### src/include/amrw_defines.svh
// constants for the memory slave read path and write response
`ifndef AMRW_DEFINES_SVH
`define AMRW_DEFINES_SVH

`define AMRW_ADDR_W    32
`define AMRW_DATA_W    32
`define AMRW_ID_W      4
`define AMRW_LEN_W     8
`define AMRW_SIZE_W    3
`define AMRW_RESP_OKAY 2'h0
`define AMRW_BURST_INC 2'h1
`define AMRW_BURST_WRP 2'h2
`define AMRW_SIZE_FULL 3'h2
`define AMRW_ST_RESET  4'h1

`endif

### src/include/amrw_pkg.sv
// types shared by the memory slave read path
`default_nettype none
`include "amrw_defines.svh"

package amrw_pkg;

	// read engine states, one-hot
	typedef enum logic [3:0] {
		ST_IDLE  = 4'h1,
		ST_FETCH = 4'h2,
		ST_CAP   = 4'h4,
		ST_BEAT  = 4'h8
	} amrw_state_t;

	// accepted read command
	typedef struct packed {
		logic [`AMRW_ID_W-1:0]   id;
		logic [`AMRW_LEN_W-1:0]  len;
		logic [`AMRW_SIZE_W-1:0] size;
		logic [1:0]              burst;
	} amrw_cmd_t;

endpackage : amrw_pkg

`default_nettype wire

### src/design/amrw_slave.sv
// read address, read data and write response channels in front of a block memory
`timescale 1ns/100ps
`default_nettype none
`include "amrw_defines.svh"

module amrw_slave (
	input  wire logic                     CLK,           // bus clock, 25 MHz
	input  wire logic                     RESET_N,       // async reset, active low
	input  wire logic                     MEM_MODE,      // 1 memory mode, 0 register mode
	input  wire logic                     ID_EN,         // IDs enabled in memory mode
	input  wire logic [`AMRW_ID_W-1:0]    S_AXI_ARID,    // read address ID
	input  wire logic [`AMRW_ADDR_W-1:0]  S_AXI_ARADDR,  // burst start address
	input  wire logic [`AMRW_LEN_W-1:0]   S_AXI_ARLEN,   // beats minus one
	input  wire logic [`AMRW_SIZE_W-1:0]  S_AXI_ARSIZE,  // log2 bytes per beat
	input  wire logic [1:0]               S_AXI_ARBURST, // burst type
	input  wire logic                     S_AXI_ARVALID, // read address valid
	output logic                          S_AXI_ARREADY, // read address ready
	output logic [`AMRW_ID_W-1:0]         S_AXI_RID,     // read ID echo
	output logic [`AMRW_DATA_W-1:0]       S_AXI_RDATA,   // read data
	output logic [1:0]                    S_AXI_RRESP,   // read response
	output logic                          S_AXI_RLAST,   // final beat
	output logic                          S_AXI_RVALID,  // read data valid
	input  wire logic                     S_AXI_RREADY,  // master takes data
	input  wire logic                     WR_DONE,       // write finished, pulse
	input  wire logic [`AMRW_ID_W-1:0]    WR_ID,         // ID of finished write
	output logic                          WR_DONE_RDY,   // response slot free
	output logic [`AMRW_ID_W-1:0]         S_AXI_BID,     // write response ID
	output logic [1:0]                    S_AXI_BRESP,   // write response code
	output logic                          S_AXI_BVALID,  // write response valid
	input  wire logic                     S_AXI_BREADY,  // master takes response
	output logic                          MEM_REN,       // memory read strobe
	output logic [`AMRW_ADDR_W-1:0]       MEM_ADDR,      // memory byte address
	input  wire logic [`AMRW_DATA_W-1:0]  MEM_RDATA      // data, one cycle after strobe
);

	// ----------------------------------------------------------------
	// address arithmetic
	// ----------------------------------------------------------------

	// bytes in one beat of the given size
	function automatic logic [`AMRW_ADDR_W-1:0] beat_bytes(
		input logic [`AMRW_SIZE_W-1:0] size
	);
		beat_bytes = 32'h1 << size;
	endfunction : beat_bytes

	// bytes covered by the whole burst, the span a wrapping burst stays in
	function automatic logic [`AMRW_ADDR_W-1:0] wrap_region(
		input amrw_pkg::amrw_cmd_t c
	);
		wrap_region = beat_bytes(c.size) * ({24'h0, c.len} + 32'h1);
	endfunction : wrap_region

	// address of the next beat of a burst
	function automatic logic [`AMRW_ADDR_W-1:0] next_addr(
		input logic [`AMRW_ADDR_W-1:0] a,
		input amrw_pkg::amrw_cmd_t     c
	);
		logic [`AMRW_ADDR_W-1:0] b;
		logic [`AMRW_ADDR_W-1:0] inc;
		logic [`AMRW_ADDR_W-1:0] msk;
		b   = beat_bytes(c.size);
		inc = (a & ~(b - 32'h1)) + b;
		msk = wrap_region(c) - 32'h1;
		if (c.burst == `AMRW_BURST_WRP) begin
			next_addr = (a & ~msk) | (inc & msk);
		end else begin
			next_addr = inc;
		end
	endfunction : next_addr

	// ----------------------------------------------------------------
	// state
	// ----------------------------------------------------------------

	amrw_pkg::amrw_state_t   state_r;
	amrw_pkg::amrw_state_t   state_nxt;
	amrw_pkg::amrw_cmd_t     cmd_r;
	amrw_pkg::amrw_cmd_t     cmd_nxt;
	logic [`AMRW_ADDR_W-1:0] addr_r;
	logic [`AMRW_LEN_W-1:0]  cnt_r;
	logic [`AMRW_DATA_W-1:0] rdata_r;
	logic                    rlast_r;
	logic                    bvalid_r;
	logic [`AMRW_ID_W-1:0]   bid_r;
	logic                    id_on;
	logic                    ar_hs;
	logic                    r_hs;
	logic                    b_hs;
	logic                    wr_take;

	assign id_on   = MEM_MODE & ID_EN;
	assign ar_hs   = S_AXI_ARVALID & S_AXI_ARREADY;
	assign r_hs    = S_AXI_RVALID & S_AXI_RREADY;
	assign b_hs    = S_AXI_BVALID & S_AXI_BREADY;
	assign wr_take = WR_DONE & WR_DONE_RDY;

	// command capture: register mode ignores size and type, forces full width incr
	always_comb begin
		cmd_nxt.id    = id_on ? S_AXI_ARID : '0;
		cmd_nxt.len   = S_AXI_ARLEN;
		cmd_nxt.size  = MEM_MODE ? S_AXI_ARSIZE : `AMRW_SIZE_FULL;
		cmd_nxt.burst = MEM_MODE ? S_AXI_ARBURST : `AMRW_BURST_INC;
	end

	// next state of the read engine, one memory access per beat
	always_comb begin
		case (state_r)
			amrw_pkg::ST_IDLE: begin
				state_nxt = ar_hs ? amrw_pkg::ST_FETCH : amrw_pkg::ST_IDLE;
			end
			amrw_pkg::ST_FETCH: begin
				state_nxt = amrw_pkg::ST_CAP;
			end
			amrw_pkg::ST_CAP: begin
				state_nxt = amrw_pkg::ST_BEAT;
			end
			amrw_pkg::ST_BEAT: begin
				if (r_hs) begin
					state_nxt = rlast_r ? amrw_pkg::ST_IDLE : amrw_pkg::ST_FETCH;
				end else begin
					state_nxt = amrw_pkg::ST_BEAT;
				end
			end
			default: begin
				state_nxt = amrw_pkg::ST_IDLE;
			end
		endcase
	end

	// state register
	always_ff @(posedge CLK or negedge RESET_N) begin
		if (!RESET_N) begin
			state_r <= amrw_pkg::ST_IDLE;
		end else begin
			state_r <= state_nxt;
		end
	end

	// command and beat counter; counter reloads on every accepted address
	always_ff @(posedge CLK or negedge RESET_N) begin
		if (!RESET_N) begin
			cmd_r <= '0;
			cnt_r <= '0;
		end else if (ar_hs) begin
			cmd_r <= cmd_nxt;
			cnt_r <= S_AXI_ARLEN;
		end else if (r_hs && !rlast_r) begin
			cnt_r <= cnt_r - 8'h1;
		end
	end

	// beat address: only the start comes from the master
	always_ff @(posedge CLK or negedge RESET_N) begin
		if (!RESET_N) begin
			addr_r <= '0;
		end else if (ar_hs) begin
			addr_r <= S_AXI_ARADDR;
		end else if (r_hs && !rlast_r) begin
			addr_r <= next_addr(addr_r, cmd_r);
		end
	end

	// read data from the memory and last flag from the beat counter are captured together
	always_ff @(posedge CLK or negedge RESET_N) begin
		if (!RESET_N) begin
			rdata_r <= '0;
			rlast_r <= 1'b0;
		end else if (state_r == amrw_pkg::ST_CAP) begin
			rdata_r <= MEM_RDATA;
			rlast_r <= (cnt_r == 8'h0);
		end
	end

	// read channel outputs; valid only once data sits in the flop
	assign S_AXI_ARREADY = (state_r == amrw_pkg::ST_IDLE);
	assign S_AXI_RVALID  = (state_r == amrw_pkg::ST_BEAT);
	assign S_AXI_RDATA   = rdata_r;
	assign S_AXI_RLAST   = rlast_r & S_AXI_RVALID;
	assign S_AXI_RID     = id_on ? cmd_r.id : '0;
	assign S_AXI_RRESP   = `AMRW_RESP_OKAY;
	assign MEM_REN       = (state_r == amrw_pkg::ST_FETCH);
	assign MEM_ADDR      = addr_r;

	// ----------------------------------------------------------------
	// write response
	// ----------------------------------------------------------------

	// one response slot; a new completion may land in the cycle the old one leaves
	assign WR_DONE_RDY = !bvalid_r | S_AXI_BREADY;

	// pending flag: set wins over the master's acceptance
	always_ff @(posedge CLK or negedge RESET_N) begin
		if (!RESET_N) begin
			bvalid_r <= 1'b0;
		end else if (wr_take) begin
			bvalid_r <= 1'b1;
		end else if (b_hs) begin
			bvalid_r <= 1'b0;
		end
	end

	// response ID, zero when IDs are off
	always_ff @(posedge CLK or negedge RESET_N) begin
		if (!RESET_N) begin
			bid_r <= '0;
		end else if (wr_take) begin
			bid_r <= id_on ? WR_ID : '0;
		end
	end

	assign S_AXI_BVALID = bvalid_r;
	// switching IDs off must not leave a stale tag from an earlier write on the bus
	assign S_AXI_BID    = id_on ? bid_r : '0;
	// register mode has no code; the line then rests at zero
	assign S_AXI_BRESP  = id_on ? `AMRW_RESP_OKAY : 2'h0;

	// helper: beats handed over since the address, and the length asked for
	logic [`AMRW_LEN_W-1:0] hb_cnt_r;
	logic [`AMRW_LEN_W-1:0] hb_len_r;
	always_ff @(posedge CLK or negedge RESET_N) begin
		if (!RESET_N) begin
			hb_cnt_r <= '0;
			hb_len_r <= '0;
		end else if (ar_hs) begin
			hb_cnt_r <= '0;
			hb_len_r <= S_AXI_ARLEN;
		end else if (r_hs) begin
			hb_cnt_r <= hb_cnt_r + 8'h1;
		end
	end
endmodule : amrw_slave
`default_nettype wire

### config.mk
export PLATFORM = sky130hd
export DESIGN_NAME = amrw_slave
export DESIGN_NICKNAME = d
export VERILOG_FILES = /design/src/include/amrw_pkg.sv /design/src/design/amrw_slave.sv
export VERILOG_INCLUDE_DIRS = /design/src /design/src/include
export SDC_FILE = /design/constraint.sdc
export NUM_CORES = 1
export LEC_CHECK = 0
export BUFFER_PORTS_ARGS = -buffer_cell sky130_fd_sc_hd__buf_2
export CAP_MARGIN = 20
export CORE_MARGIN = 5
export CORE_UTILIZATION = 55
export CTS_BUF_LIST = sky130_fd_sc_hd__clkbuf_4 sky130_fd_sc_hd__clkbuf_8
export DETAILED_ROUTE_END_ITERATION = 7
export GPL_TIMING_DRIVEN = 0
export PLACE_DENSITY = 0.8
export SLEW_MARGIN = 25
export SYNTH_ARGS = -nofsm -noshare
export SYNTH_HDL_FRONTEND = slang
export SYNTH_SLANG_ARGS = --single-unit
### constraint.sdc
create_clock -name CLK -period 8.5 [get_ports CLK]
set_input_delay 0.85 -clock CLK [delete_from_list [all_inputs] [get_ports CLK]]
set_output_delay 0.85 -clock CLK [all_outputs]
set_load 0.005 [all_outputs]
==> metrics.txt, run 1 <==
status=finished, final reports clean; most common cell after layout, fill and taps aside=buf_2; CTS tree=built; critical path buffer and inverter count=8; Worst path most repeated cell=inv_1; routed wl met2=roughly 11000 µm; post_cts resized=0; Hold Crit Class=primary input to asynchronous set/reset pin; max-slew violation count=0; Clock Skew=0.0193 ns; sequential fraction of the synthesis area=0.291; fillers=between 1000 and 1500; chip width=134 µm; Nets=roughly 1400; vias in the first global route=7977; initial antenna violation count=0; most frequent cells in the layout=buf_2, nand2_1, dfrtp_1, inv_1, ha_1; # diodes=0; H-tree level count=3; initial core utilization=0.561; Port Buffer Count=170; Placer Congestion=0.945; worst slack, placed=~1.4 ns; met3 wire len=between 2000 and 2500 µm; drt pass-1 iters=6; placed cells=1346; postcts setup bufs=0; initial DRC count=715; Clock Tree Buf Depth=2; Post-DP HPWL=around 20000 µm; worst setup path class=flip-flop to flip-flop; GRT overflow=0; Crit path largest cell delay=~0.55 ns; startpoint types=flip-flop; final worst slack=1.25 ns; main flop type after synthesis=dfrtp_1; # DRC=0; Crit path max-delay family=adder cells; clock insertion delay at the later pin of the skew report=0.40 ns; count of distinct cell types in the synthesized netlist=70; CTS buffer count=9; DR top layer=met4; r2r startpoint=cmd_r[2]; Async SR Flop Fraction=1.00; drt wl/cell=17.9 µm; Root Buffer Master=clkbuf_8; Tmin final=about 7.2 ns; hold buffer count at CTS=0; CORE AREA=15200 µm²; Critical-path top delay cell=fa_1; CTS sink count=99; synthesized area=8520 µm²; setup slack, reg-to-reg=1.25 ns; WL met1=9900 µm; io pins=roughly 180; row cnt=45; Yosys reg bits=99; CP startpoint=cmd_r[2]; Worst Path Arrival=7.59 ns; CP Capture Type=flip-flop; RSZ-0062 raised after global routing=false; area delta synth->final=15.7%; syn_area_per_cell=approximately 8.7 µm²; pin count of the biggest net entering global routing=73; Max Cap Violations=0; EDFF count, synth=0; global-route wire length before repair=about 40000 µm; fraction of layout cells with a size suffix above 1=0.209; period utilization=0.853; CP max FO=10; Required @ worst endpoint=8.84 ns; Final Hold Vio Count=0; DR vias/cell=a little under 6; FMAX=0.138 GHz; Post-Synthesis Cells=between 900 and 1000; Setup TNS Final=0 ns; detailed-route via count=about 8000; die area=18100 µm²; Worst-path clk slew=about 0.11 ns; Slew HR=0.395; actual slew at the worst max-slew pin=around 0.9 ns; Total GRT Usage=0.276; antenna-violating nets left=0; Warnings, synthesis=0; final wirelength=24300 µm; DIE HEIGHT=134 µm; non-filler cells, final=1362; Final setup viols=0; FF-to-FF path depth=25
Yosys cell counts (all sizes together), types with 4 or more instances:
cell type / number / area share
or3: 6 / 0.0044
buf: 15 / 0.010
o21a: 6 / 0.0053
clkbuf: 26 / 0.011
nand2b: 17 / 0.013
nor2: 60 / 0.026
and2: 12 / 0.0088
fa: 46 / 0.11
a22o: 4 / 0.0041
nand4: 8 / 0.0059
a31oi: 11 / 0.0081
nor3: 10 / 0.0059
o22ai: 4 / 0.0029
xor2: 15 / 0.015
and3: 23 / 0.017
nand2: 144 / 0.063
a211oi: 14 / 0.012
a22oi: 4 / 0.0035
o21ai: 67 / 0.039
dfrtp: 98 / 0.29
mux2: 32 / 0.042
o211ai: 13 / 0.011
nand3: 36 / 0.021
a21oi: 52 / 0.031
nor2b: 5 / 0.0037
ha: 69 / 0.10
inv: 98 / 0.043
nor4b: 5 / 0.0059
a21o: 7 / 0.0062
xnor2: 27 / 0.028
cell type report:
| cell class | count | area (µm²) | share of cell area |
|---|---|---|---|
| multi-input combinational | 749 | 5520 | 0.560 |
| tap | 188 | 235 | 0.0239 |
| clock buffer | 10 | 138 | 0.0140 |
| buffer | 41 | 183 | 0.0185 |
| clock inverter | 6 | 57.6 | 0.00584 |
| sequential | 99 | 2480 | 0.251 |
| timing repair buffer | 171 | 885 | 0.0897 |
| inverter | 98 | 368 | 0.0373 |
stage by stage:
stage	util	hold WS, ns	area (µm²)
after CTS	0.648	0.294	9860
after detailed placement	0.636	0.455	9660
after global placement	0.633	0.446	9620
after global routing	0.649	0.308	9860
final	0.649	0.300	9860
after floorplan	-	0.432	8540
how the worst max path moves through the flow:
stage	end	slack [ns]	cells after the start
after floorplan	flip-flop	2.22	25
after global placement	flip-flop	1.42	25
after detailed placement	flip-flop	1.36	25
after CTS	flip-flop	1.33	25
after global routing	flip-flop	0.81	25
final	flip-flop	1.25	25
logic make-up (layout without fill, tap and decap cells):
kind of cell,after synthesis,after routing,share of synthesized area
xor+xnor,42,42,0.0432
flops,99,99,0.291
compound gates,208,208,0.154
mux,34,34,0.0446
buf+inv,139,326,0.0646
fa+ha+maj,115,115,0.209
simple gates,346,346,0.193
other cells,1,4,0.000440
metal layers:
| metal | vias to the layer above | track usage |
|---|---|---|
| met1 | 3768 | 0.357 |
| met3 | 61 | 0.0794 |
| li1 | 3736 | - |
| met4 | 0 | 0.102 |
| met5 | - | 0 |
| met2 | 378 | 0.443 |
Power of run 1 is left out: the tool's default activity adds up to more than one toggle a clock period on the data nets, which glitch-free logic cannot reach.
==> run 2, diff against run 1 <==
- ABC_AREA: not set -> 1
- CAP_MARGIN: 20 -> not set
- PLACE_DENSITY: 0.8 -> 0.79
- REMOVE_ABC_BUFFERS: not set -> 1
==> run 2 against run 1 <==
  * Non-clock buffer count is 37 lower
  * First-iteration DRC count is 1.7% higher
  * Sequential share of layout area is 2.5 points lower
  * Sequential cell count stayed put
  * Synthesized cell count is 41% higher
  * Global-route usage is 0.29 points higher
  * Core utilization is 1.3 points lower
  * Hold slack better by 0.079 ns
  * Largest cell class unchanged
==> metrics.txt, run 2 <==
postcts setup bufs=0; hold buffer count at CTS=0; Max Cap Violations=0; non-filler cells, final=1778; most common cell after layout, fill and taps aside=nand2_1; max-slew violation count=0; CP Capture Type=flip-flop; Post-DP HPWL=~23000 µm; sequential fraction of the synthesis area=0.257; FMAX=between 0.15 and 0.2 GHz; EDFF count, synth=0; area delta synth->final=13.6%; pin count of the biggest net entering global routing=55; worst setup path class=flip-flop to flip-flop; clock insertion delay at the later pin of the skew report=about 0.41 ns; global-route wire length before repair=45700 µm; CP max FO=12; Nets=between 1500 and 2000; initial antenna violation count=0; Final setup viols=0; Clock Tree Buf Depth=2; main flop type after synthesis=dfrtp_1; Async SR Flop Fraction=1.00; Warnings, synthesis=0; Worst Path Arrival=6.81 ns; Tmin final=6.49 ns; # DRC=0; synthesized area=between 9000 and 10000 µm²; antenna-violating nets left=0; Commonest cells post-synth=nand2_1, inv_1, nor2_1; final wirelength=27700 µm; startpoint types=flip-flop; post-synth top area share=0.254; Yosys reg bits=99; initial DRC count=727; Final Util=0.635; DIE HEIGHT=142 µm; Port Buffer Count=170; Root Buffer Master=clkbuf_8; vias in the first global route=9385; fraction of layout cells with a size suffix above 1=0.165; drt wl/cell=15.6 µm; actual slew at the worst max-slew pin=between 0.9 and 1 ns; Slew HR=0.352; Setup TNS Final=0 ns; Synth area leaders=dfrtp_1, nand2_1, fa_1, ha_1, inv_1; most numerous cell in the Yosys netlist=nand2_1; Clock Skew=0.0297 ns; io pins=between 150 and 200; chip width=between 100 and 150 µm; # diodes=0; CORE AREA=17200 µm²; die area=between 20000 and 25000 µm²; count of distinct cell types in the synthesized netlist=58; Required @ worst endpoint=~8.8 ns; syn_area_per_cell=6.94 µm²; most frequent cells in the layout=nand2_1, inv_1, buf_2, nor2_1, dfrtp_1; post_cts resized=0; Total GRT Usage=0.279; detailed-route via count=9490; cell taking the most area after synthesis=dfrtp_1; row cnt=48; placed cells=between 1500 and 2000; period utilization=0.763; Final Hold Vio Count=0; r2r startpoint=cmd_r[4]; CTS buffer count=9; drt pass-1 iters=7; Hold Crit Class=primary input to asynchronous set/reset pin; CTS tree=built; CTS sink count=between 90 and 100; DR vias/cell=5.34; Worst-path clk slew=0.14 ns; GRT overflow=0; CP startpoint=cmd_r[4]; status=finished, final reports clean; Post-Synthesis Cells=1388; RSZ-0062 raised after global routing=false; Placer Congestion=around 1; initial core utilization=0.559; H-tree level count=3
run 2: final timing paths:
path,slack [ns],to,cells past startpoint
worst min-delay path,0.38,asynchronous set/reset pin,1
worst min register to register,0.48,S_AXI_RDATA[28],2
worst max-delay path,2.01,flip-flop,24
worst max register to register,2.01,flip-flop,24
min in group CLK,0.48,S_AXI_RDATA[28],2
max in group asynchronous,7.41,state_r[0],2
run 2: area by class of cell:
| type | instances | area [µm²] |
|---|---|---|
| Inverter | 222 | 848 |
| Clock buffer | 9 | 124 |
| Multi-Input combinational cell | 1041 | 6170 |
| Clock inverter | 7 | 108 |
| Fill cell | 1576 | 6290 |
| Timing Repair Buffer | 175 | 942 |
| Tap cell | 225 | 282 |
| Sequential cell | 99 | 2480 |
run 2: cells by family (layout without fill, tap and decap cells):
group,Yosys count,after routing,share of synthesized area
AO/OA/AOI/OAI,150,150,0.0887
XOR/XNOR,16,16,0.0145
adder cells (fa/ha/maj),115,115,0.185
buffers and inverters,251,413,0.105
flip-flops,99,99,0.257
multiplexers,2,2,0.00208
other,1,4,0.000389
AND/OR/NAND/NOR,754,754,0.347
run 2: routing by layer:
metal	wire length [µm]	global-route usage	vias up
met5	0	0	-
met4	740	0.0860	0
met3	2680	0.0749	57
met2	12500	0.449	384
met1	11700	0.369	4351
li1	-	-	4698
run 2: critical path, stage by stage, from the launching register on:
cell and delay, ns:
dfrtp_1 0.86, nand2_2 0.28, inv_1 0.32, nand2_1 0.12
fa_1 0.53, inv_1 0.05, fa_1 0.49, inv_1 0.05
fa_1 0.47, inv_1 0.06, fa_1 0.55, inv_1 0.06
fa_1 0.54, inv_1 0.05, ha_1 0.35, nand2_1 0.10
o21ai_0 0.24, a21o_1 0.17, nand3b_1 0.11, nand3_1 0.09
nand2_1 0.05, o21ai_0 0.62, nor2_1 0.08, nand2_1 0.09
nand2_1 0.05
run 2: through the flow:
stage	hold slack [ns]	area [µm²]	setup slack, ns
final	0.379	11000	2.01
after detailed placement	0.453	10700	2.04
after global routing	0.411	11000	1.56
after CTS	0.387	11000	2.05
after floorplan	0.453	9490	3.07
after global placement	0.450	10600	2.15
Power of run 2 is left out for the same reason.
==> run 3, diff against run 2 <==
- clock period: 8.5 -> 6.2 ns (I/O delays scaled with it)
==> run 3 against run 2 <==
  * Sequential cell count stayed put
  * First-iteration DRC count shrank 0.41%
  * Via count is 0.67% higher
  * Largest cell class unchanged
==> metrics.txt, run 3 (synthesized netlist as in run 2, its figures left out) <==
CP Capture Type=flip-flop; hold buffer count at CTS=0; Hold Crit Class=primary input to asynchronous set/reset pin; chip width=142 µm; CP max FO=6; Required @ worst endpoint=6.53 ns; Nets=1763; DR top layer=met4; io pins=~180; period utilization=0.945; Max Cap Violations=0; clock insertion delay at the later pin of the skew report=0.41 ns; GRT overflow=0; pin count of the biggest net entering global routing=55; global-route wire length before repair=45700 µm; # diodes=0; WL met1=11700 µm; vias in the first global route=roughly 9400; detailed-route via count=9554; drt wl/cell=around 16 µm; routed wl met2=~13000 µm; Crit path largest cell delay=0.57 ns; initial antenna violation count=0; CTS buffer count=9; Final Util=0.643; Final setup viols=0; drt pass-1 iters=5; CORE AREA=17200 µm²; worst setup path class=flip-flop to flip-flop; r2r startpoint=cmd_r[5]; FMAX=approximately 0.17 GHz; fraction of layout cells with a size suffix above 1=0.185; max-slew violation count=0; Total GRT Usage=0.279; FF-to-FF path depth=26; Critical-path top delay cell=fa_1; Worst-path clk slew=between 0.1 and 0.15 ns; Final Hold Vio Count=0; final wirelength=27900 µm; die area=20300 µm²; antenna-violating nets left=0; H-tree level count=3; DP Area=10700 µm²; CTS sink count=99; most common cell after layout, fill and taps aside=nand2_1; DR vias/cell=5.35; setup slack, reg-to-reg=0.34 ns; Clock Skew=0.0274 ns; design area=11100 µm²; startpoint types=flip-flop; initial core utilization=0.559; most frequent cells in the layout=nand2_1, inv_1, buf_2, nor2_1, dfrtp_1; area delta synth->final=15.0%; met3 wire len=~2700 µm; Tmin final=5.86 ns; Port Buffer Count=170; Placer Congestion=0.983; actual slew at the worst max-slew pin=1.05 ns; Worst Path Arrival=6.19 ns; DIE HEIGHT=142 µm; CTS tree=built; row cnt=48; Post-DP HPWL=22600 µm; status=finished, final reports clean; Slew HR=0.298; Clock Tree Buf Depth=2; initial DRC count=724; # DRC=0; Root Buffer Master=clkbuf_8
## run 3: what timing repair did
item,in CTS,in global routing
setup endpoints to repair,13,22
pin swaps,0,1
setup buffers,0,7
gates resized for setup,4,25
## run 3: how the worst max path moves through the flow
stage / startpoint / end / depth (start not counted)
CTS: cmd_r[5] / flip-flop / 30
global placement: cmd_r[4] / flip-flop / 24
finish: cmd_r[5] / flip-flop / 26
detailed placement: cmd_r[4] / flip-flop / 24
global route: cmd_r[5] / flip-flop / 30
floorplan: cmd_r[4] / flip-flop / 27
## run 3: worst max-delay path, delay by kind of cell (launching register included)
kind / cells / cell delay, ns
adders and majority gates: 7 / 3.00
AOI/OAI and AO/OA: 6 / 1.13
and+or+nand+nor: 8 / 0.82
buffers and inverters: 5 / 0.43
DFF: 1 / 0.42
## run 3: layout make-up
| cell class | instances | area [µm²] |
|---|---|---|
| Inverter | 222 | 856 |
| Clock inverter | 7 | 108 |
| Clock buffer | 9 | 124 |
| Timing Repair Buffer | 182 | 995 |
| Multi-Input combinational cell | 1041 | 6240 |
| Tap cell | 225 | 282 |
| Fill cell | 1561 | 6150 |
| Sequential cell | 99 | 2480 |
## run 3: per-stage QoR
| stage | std cells | worst slack, ns | TNS [ns] | hold WS, ns |
|---|---|---|---|---|
| final | 1785 | 0.344 | 0 | 0.152 |
| after global routing | 1785 | -0.0644 | -0.213 | 0.181 |
| after CTS | 1778 | 0.0140 | 0 | 0.157 |
| after detailed placement | 1762 | -0.255 | -1.34 | 0.453 |
| after global placement | 1757 | -0.151 | -0.453 | 0.450 |
| after floorplan | 1362 | 0.773 | 0 | 0.324 |
## run 3: per-layer routing
| metal | track usage | vias up |
|---|---|---|
| met1 | 0.369 | 4409 |
| met3 | 0.0749 | 58 |
| met5 | 0 | - |
| li1 | - | 4703 |
| met4 | 0.0860 | 0 |
| met2 | 0.449 | 384 |
Power of run 3 is left out for the same reason.
